### src/shared/hold_grant_pkg.sv
package hold_grant_pkg;
	// ****************************************
	// pin widths
	// ****************************************
	localparam int ADDR_W = 20;
	localparam int DATA_W = 32;

	// ****************************************
	// zone codes on the processor side
	// ****************************************
	localparam logic [1:0] ZONE_0 = 2'h0;
	localparam logic [1:0] ZONE_6 = 2'h1;
	localparam logic [1:0] ZONE_7 = 2'h2;

	// ****************************************
	// reset values
	// ****************************************
	localparam logic HOLD_MODE_RST = 1'h0;
	localparam logic DIV_RST = 1'h0;

	// ****************************************
	// timing, in ns, and derived cycle counts
	// ****************************************
	localparam int TIM_PERIOD_NS = 5;
	localparam int SLACK_NS = 30;
	localparam int HIZ_MAX_NS = 4 * TIM_PERIOD_NS + SLACK_NS;
	localparam int ACK_MAX_NS = 5 * TIM_PERIOD_NS + SLACK_NS;
	localparam int REL_MAX_NS = 3 * TIM_PERIOD_NS + SLACK_NS;
	localparam int VALID_MAX_NS = 4 * TIM_PERIOD_NS + SLACK_NS;
	localparam int HIZ_MAX_CYC = HIZ_MAX_NS / TIM_PERIOD_NS;
	localparam int ACK_MAX_CYC = ACK_MAX_NS / TIM_PERIOD_NS;
	localparam int REL_MAX_CYC = REL_MAX_NS / TIM_PERIOD_NS;
	localparam int VALID_MAX_CYC = VALID_MAX_NS / TIM_PERIOD_NS;

	// ****************************************
	// states of the interface sequencer
	// ****************************************
	typedef enum logic [2:0] {
		ST_IDLE,
		ST_LEAD,
		ST_ACTIVE,
		ST_TRAIL,
		ST_FLOAT,
		ST_GRANT,
		ST_RELEASE
	} hold_state_e;
endpackage

### src/verilog/external_bus_hold_grant.sv
`timescale 1ns/1ps
// Summary of operation
// - Setting the hold-mode bit during a grant withdraws the acknowledge and re-drives the pins.
// - System reset clears the hold-mode bit.
// - A request held low through reset leaves the pins floated and the acknowledge low.
// - Internal code keeps running while the bus is granted away.
// - A processor access to the external interface stalls until the request is removed.
// - A grant floats address, data, both write strobes, read strobe, direction and zones 0, 6, 7.
// - Pins outside that group keep their normal function during the hold sequence.
// - Pending external accesses finish before the bus is floated.
// - The request is sampled on the rising edge of the timing clock.
// - At full rate the pins float within four timing periods plus 30 ns of the request falling.
// - At full rate the acknowledge falls within five timing periods plus 30 ns.
// - At full rate the acknowledge rises within three periods plus 30 ns, bus valid within four.
// - At half rate transitions align to rising edges of the external clock output.
module external_bus_hold_grant
	import hold_grant_pkg::*;
(
	// clock and system reset
	input wire logic clock_i,
	input wire logic resetn_i,
	// software controls
	input wire logic hold_mode_wr_i,
	input wire logic hold_mode_wdata_i,
	input wire logic half_rate_i,
	output logic hold_mode_o,
	// processor access port
	input wire logic cpu_req_i,
	input wire logic cpu_we_i,
	input wire logic [1:0] cpu_zone_i,
	input wire logic [ADDR_W-1:0] cpu_addr_i,
	input wire logic [DATA_W-1:0] cpu_wdata_i,
	output logic cpu_stall_o,
	output logic cpu_done_o,
	output logic [DATA_W-1:0] cpu_rdata_o,
	// hold handshake pins
	input wire logic bus_request_n_i,
	output logic bus_grant_ack_n_o,
	output logic external_clock_out_o,
	// external bus pins
	output logic [ADDR_W-1:0] ext_address_bus_o,
	output logic ext_address_bus_oe_o,
	input wire logic [DATA_W-1:0] ext_data_bus_i,
	output logic [DATA_W-1:0] ext_data_bus_o,
	output logic ext_data_bus_oe_o,
	output logic write_strobe_low_n_o,
	output logic write_strobe_high_n_o,
	output logic read_strobe_n_o,
	output logic read_not_write_o,
	output logic zone_select_0_n_o,
	output logic zone_select_6_n_o,
	output logic zone_select_7_n_o,
	output logic strobe_oe_o
);
	// ****************************************
	// request synchroniser
	// ****************************************
	logic req_s1_q;
	logic req_s2_q;
	logic req_low;

	// two flops on the pin, no reset so the level is seen during reset
	always_ff @(posedge clock_i) begin
		req_s1_q <= bus_request_n_i;
		req_s2_q <= req_s1_q;
	end
	assign req_low = ~req_s2_q;

	// ****************************************
	// control state
	// ****************************************
	hold_state_e state_q, state_d;
	logic hold_mode_q, hold_mode_d;
	logic div_q, div_d;
	logic tick;
	logic [ADDR_W-1:0] addr_q, addr_d;
	logic [DATA_W-1:0] wdata_q, wdata_d;
	logic [DATA_W-1:0] rdata_q, rdata_d;
	logic we_q, we_d;
	logic [1:0] zone_q, zone_d;
	logic done_q, done_d;

	// half rate: moves only where the clock output is about to rise
	assign tick = ~half_rate_i | ~div_q;

	// next values of sequencer and captured access
	always_comb begin
		state_d = state_q;
		hold_mode_d = hold_mode_q;
		div_d = half_rate_i ? ~div_q : DIV_RST;
		addr_d = addr_q;
		wdata_d = wdata_q;
		rdata_d = rdata_q;
		we_d = we_q;
		zone_d = zone_q;
		done_d = 1'h0;
		if (hold_mode_wr_i) begin
			hold_mode_d = hold_mode_wdata_i;
		end
		if (tick) begin
			case (state_q)
				ST_IDLE: begin
					if (req_low && !hold_mode_q) begin
						state_d = ST_FLOAT;
					end else if (cpu_req_i && !done_q) begin // done cycle closes the last request
						state_d = ST_LEAD;
						addr_d = cpu_addr_i;
						wdata_d = cpu_wdata_i;
						we_d = cpu_we_i;
						zone_d = cpu_zone_i;
					end
				end
				ST_LEAD: state_d = ST_ACTIVE;
				ST_ACTIVE: begin
					state_d = ST_TRAIL;
					rdata_d = ext_data_bus_i;
				end
				ST_TRAIL: begin
					state_d = ST_IDLE;
					done_d = 1'h1;
				end
				ST_FLOAT: state_d = ST_GRANT;
				ST_GRANT: begin
					if (!req_low || hold_mode_q) begin
						state_d = ST_RELEASE;
					end
				end
				ST_RELEASE: state_d = ST_IDLE;
				default: state_d = ST_IDLE;
			endcase
		end
		if (!resetn_i) begin
			hold_mode_d = HOLD_MODE_RST;
			div_d = DIV_RST;
			done_d = 1'h0;
			state_d = req_low ? ST_GRANT : ST_IDLE;
		end
	end

	// register the control state
	always_ff @(posedge clock_i) begin
		state_q <= state_d;
		hold_mode_q <= hold_mode_d;
		div_q <= div_d;
		addr_q <= addr_d;
		wdata_q <= wdata_d;
		rdata_q <= rdata_d;
		we_q <= we_d;
		zone_q <= zone_d;
		done_q <= done_d;
	end

	// ****************************************
	// pin drive
	// ****************************************
	logic floated;
	logic in_access;

	assign floated = (state_q == ST_FLOAT) || (state_q == ST_GRANT);
	assign in_access = (state_q == ST_LEAD) || (state_q == ST_ACTIVE);

	// floated group shares the one float term (data enable also needs a write access); other pins keep working
	assign ext_address_bus_oe_o = ~floated;
	assign strobe_oe_o = ~floated;
	assign ext_data_bus_oe_o = ~floated & in_access & we_q;
	assign ext_address_bus_o = addr_q;
	assign ext_data_bus_o = wdata_q;
	assign read_not_write_o = ~(in_access & we_q);
	assign write_strobe_low_n_o = ~((state_q == ST_ACTIVE) & we_q);
	assign write_strobe_high_n_o = ~((state_q == ST_ACTIVE) & we_q);
	assign read_strobe_n_o = ~((state_q == ST_ACTIVE) & ~we_q);
	assign zone_select_0_n_o = ~(in_access & (zone_q == ZONE_0));
	assign zone_select_6_n_o = ~(in_access & (zone_q == ZONE_6));
	assign zone_select_7_n_o = ~(in_access & (zone_q == ZONE_7));
	assign bus_grant_ack_n_o = ~(state_q == ST_GRANT);
	assign external_clock_out_o = half_rate_i ? div_q : clock_i;
	assign hold_mode_o = hold_mode_q;

	// processor side: stalled only when it touches the interface
	assign cpu_stall_o = cpu_req_i & ~done_q;
	assign cpu_done_o = done_q;
	assign cpu_rdata_o = rdata_q;

	// ****************************************
	// assertions
	// ****************************************
	localparam int HIZ_CYC = HIZ_MAX_CYC;
	localparam int ACK_CYC = ACK_MAX_CYC;
	localparam int REL_CYC = REL_MAX_CYC;
	localparam int VAL_CYC = VALID_MAX_CYC;
endmodule

### config.mk
export PLATFORM = sky130hd
export DESIGN_NAME = external_bus_hold_grant
export DESIGN_NICKNAME = d
export VERILOG_FILES = /design/src/shared/hold_grant_pkg.sv /design/src/verilog/external_bus_hold_grant.sv
export SDC_FILE = /design/constraint.sdc
export NUM_CORES = 1
export LEC_CHECK = 0
export BUFFER_PORTS_ARGS = -buffer_cell sky130_fd_sc_hd__buf_2
export CORE_ASPECT_RATIO = 1.1
export CORE_UTILIZATION = 42
export DETAILED_ROUTE_END_ITERATION = 8
export HOLD_SLACK_MARGIN = 0.05
export PLACE_DENSITY = 0.79
export SLEW_MARGIN = 20
export SYNTH_ARGS = -nofsm -noshare
export SYNTH_HDL_FRONTEND = slang
export SYNTH_SLANG_ARGS = --single-unit
### constraint.sdc
create_clock -name clock_i -period 11.33 [get_ports clock_i]
set_input_delay 1.6995 -clock clock_i [delete_from_list [all_inputs] [get_ports clock_i]]
set_output_delay 1.6995 -clock clock_i [all_outputs]
set_load 0.02 [all_outputs]
Yosys cells after proc, flatten, opt, wreduce, memory -nomap -nowiden

Index checks and enable logic that the tools add are counted.

Bits in registers: 95
Input bits: 94
Output and inout port bits: 99
Word-level logic and storage cells: 68

Equality and inequality tests: 10
Mux-type cells: 9
Bitwise gates (word level): 24
Reductions and logical operators: 14

Operators by type and width:

| cell                                                  | number |
|---|---|
| two-way mux 3 bit                                     | 6 |
| case mux 3 bit (5 select lines)                       | 1 |
| NOT 1 bit                                             | 14 |
| AND 1 bit                                             | 9 |
| == test 3 x 2 -> 1 bit, second input constant         | 2 |
| == test 3 bit, second input constant                  | 2 |
| AND reduction 2 bit                                   | 3 |
| inequality test 4 bit, second input constant          | 1 |
| AND reduction 4 bit                                   | 1 |
| == test 3 x 1 -> 1 bit, second input constant         | 1 |
| zero test 3 bit                                       | 1 |
| logical OR 1 bit                                      | 3 |
| inequality test 3 bit, second input constant          | 1 |
| AND reduction 3 bit                                   | 1 |
| == test 2 x 1 -> 1 bit, second input constant         | 1 |
| == test 2 bit, second input constant                  | 1 |
| logical AND 1 bit                                     | 2 |
| zero test 1 bit                                       | 2 |
| zero test 2 bit                                       | 1 |
| two-way mux 1 bit                                     | 2 |
| inequality test 2 x 1 -> 1 bit, second input constant | 1 |
| OR 1 bit                                              | 1 |

Depth between registers and ports, before layout

Word-level depth: 7
Mapped depth: 4
Mapped depth without buffers: 3

==> summary.md <==
| Metric | Value |
|---|---|
| Multi-input gate area | 230 µm² |
| First-pass GRT wire length | 9.21 mm |
| 1st-pass router iterations | 4 |
| Netlist cell types | 26 |
| Dpl ws | 3.72 ns |
| Grt met3 use | 6.18% |
| Max-Slew Margin vs Limit | 54.7% |
| Cell count after synthesis | 139 |
| Critical Path Fanout Max | 13 |
| Area delta synth->final | 41.2% |
| Syn nets | 233 |
| Antenna violations before repair | 0 |
| Post-cts resize count | 0 |
| Register area share after synthesis | 91.6% |
| Synth Area in Adders | 0% |
| Vias per inst | 4.56 |
| Post-Route WL | 6.20 mm |
| Die Ht | 91.5 µm |
| Finish-stage setup viols | 0 |
| WL/cell | 14.4 µm |
| Pwr dens | 174 nW/µm² |
| Row cnt | 32 |
| Setup tns final | 0 ns |
| Fin worst setup slack | 3.34 ns |
| Crit path capture type | primary output |
| Routed Antenna Nets | 0 |
| Max-slew violations | 0 |
| Most Used Layer, Global Route | met2 |
| Max VDD drop | 0.120 mV |
| Util after Layout | 61.3% |
| Warnings from Yosys | 0 |
| Met1 usage | 18.2% |
| Num ports | 193 |
| Skew final | 0.0164 ns |
| Synth top cells by count | edfxtp_1 (90), nand2_1 (7), dfxtp_1 (5), nor2b_1 (4) |
| Final Hold Vio Count | 0 |
| Main combinational cell family by area after synthesis | simple AND/OR/NAND/NOR gates |
| Longest Clk Path Bufs | 2 |
| Seq cells post-synth | 95 |
| Root Driver | clkbuf_8 |
| MaxCap Viol Count | 0 |
| Synth area leader | edfxtp_1 |
| Netlist Area Pre-Place | 3060 µm² |
| Dominant cells by area after synthesis | edfxtp_1 (88%), dfxtp_1 (3.3%), nand2_1 (0.86%) |
| Post-DP HPWL | 4.61 mm |
| CTS tree | done |
| DIE AREA | 7630 µm² |
| GP Congestion | 0.766 |
| Vias | 1,961 |
| Initial core utilization | 43.4% |
| Post-synth EDFFs | 90 |
| # DRC | 0 |
| Share of post-route cells with drive strength above 1 | 60.9% |
| WS Path Type | clk -> out |
| XOR/XNOR Fraction of Synth Area | 0.286% |
| Width of the die | 83.4 µm |
| Register area | 2800 µm² |
| Fin nets | 434 |
| Reg2reg path depth | 3 |
| Critical path launch point type | clock port |
| GR Overflow Total | 0 |
| Postcts setup bufs | 0 |
| Vias in the first global route | 1,946 |
| Slew @ Worst Pin | 0.679 ns |
| Worst Hold Depth | 0 |
| Diode count | 0 |
| Mux contribution to synthesized area | 0.327% |
| Top cell type's share of synthesized area | 88.3% |
| Port bufs | 192 |
| P_leak | 0.00180 µW |
| Fillers | 545 |
| Compound-gate portion of the synthesized area | 1.68% |
| Ys flop type | edfxtp_1 |
| Unrepaired setup endpoints after global routing | no |
| Asr flop ratio synth | 0% |
| Hold WC Path Type | reg -> reg |
| Grt met2 use | 27.1% |
| Gr usage total | 16.2% |
| Synth Area in Simple Gates | 5.07% |
| Required @ worst endpoint | 9.63 ns |
| Drt initial violations | 89 |
| Average cell area after synthesis | 22.0 µm² |
| CTS H-tree lvls | 3 |
| Largest net degree at the start of global routing | 56 |
| Clk_lat worst skew | 0.35 ns |
| Count leader, synth | edfxtp_1 |
| Worst Path Arrival | 6.29 ns |
| CTS buffer count | 9 |
| Run status | completed |
| Clk slew on worst S/H paths | 0.09 ns |
| Cts hold-fix bufs | 0 |
| Core Area | 7050 µm² |
-- where the power goes --
| group | total, µW | internal [µW] | leakage (µW) | switching, µW |
|---|---|---|---|---|
| Clock | 220 | 98.5 | 0.000105 | 122 |
| Sequential | 426 | 415 | 0.000865 | 10.8 |
| Combinational | 104 | 37.0 | 0.000830 | 67.1 |
| Total | 750 | 550 | 0.00180 | 200 |
-- flip-flops by register name (all words and copies together) (netlist names) --
name / flops
cpu_done_o: 1
cpu_rdata_o: 32
div_q: 1
ext_address_bus_o: 20
ext_data_bus_o: 32
hold_mode_o: 1
req_s1_q: 1
req_s2_q: 1
state_q: 3
we_q: 1
zone_q: 2
-- final cells by class --
cell class | count | share of cell area [%]
Multi-Input combinational cell | 38 | 5.33
Clock inverter | 6 | 1.10
Tap cell | 85 | 2.46
Sequential cell | 95 | 64.9
Timing Repair Buffer | 193 | 22.5
Inverter | 1 | 0.0869
Clock buffer | 12 | 3.65
-- metal layers --
metal	share of wire [%]	vias up
met5	0	-
met4	1.7	0
met3	11	7
met2	50	129
met1	38	891
li1	-	934
-- final timing paths --
kind,start,to,slack (ns)
max,clock_i,external_clock_out_o,3.34
min,req_s1_q,req_s2_q,0.36
max reg2reg,state_q[0],ext_address_bus_o[16],9.18
min reg2reg,req_s1_q,req_s2_q,0.36
-- cell families (layout without fill, tap and decap cells) --
logic type      count (synthesis)  count (layout)
simple gates                   28              28
flops                          95              95
buf+inv                         6             212
compound gates                  8               8
mux                             1               1
xor+xnor                        1               1
-- layout by cell type (no fill, tap or decap), drive strengths merged, types with 2 or more instances in the layout --
cell | synthesis | routed
or3 | 2 | 2
and2 | 2 | 2
clkinvlp | 0 | 2
nor2b | 4 | 4
clkbuf | 1 | 11
nor2 | 3 | 3
nand3b | 2 | 2
or4 | 2 | 2
buf | 3 | 194
nand2 | 7 | 7
dfxtp | 5 | 5
edfxtp | 90 | 90
nor3 | 2 | 2
o21ai | 4 | 4
inv | 2 | 5
-- worst max-delay path, cell delays in order --
cell and delay, ns:
clkbuf_8 0.15, clkbuf_8 0.18, inv_1 0.05, o21ai_0 0.07
buf_2 0.16
-- metrics by stage --
step	cell area [µm²]	cells	hold slack, ns	power [µW]
floorplan	3060	139	0.310	500
global placement	4120	414	0.323	541
detailed placement	4120	414	0.340	545
CTS	4320	430	0.365	758
global route	4320	430	0.379	781
finish	4320	430	0.361	750
Note: power is estimated with default switching activity, not from simulation.
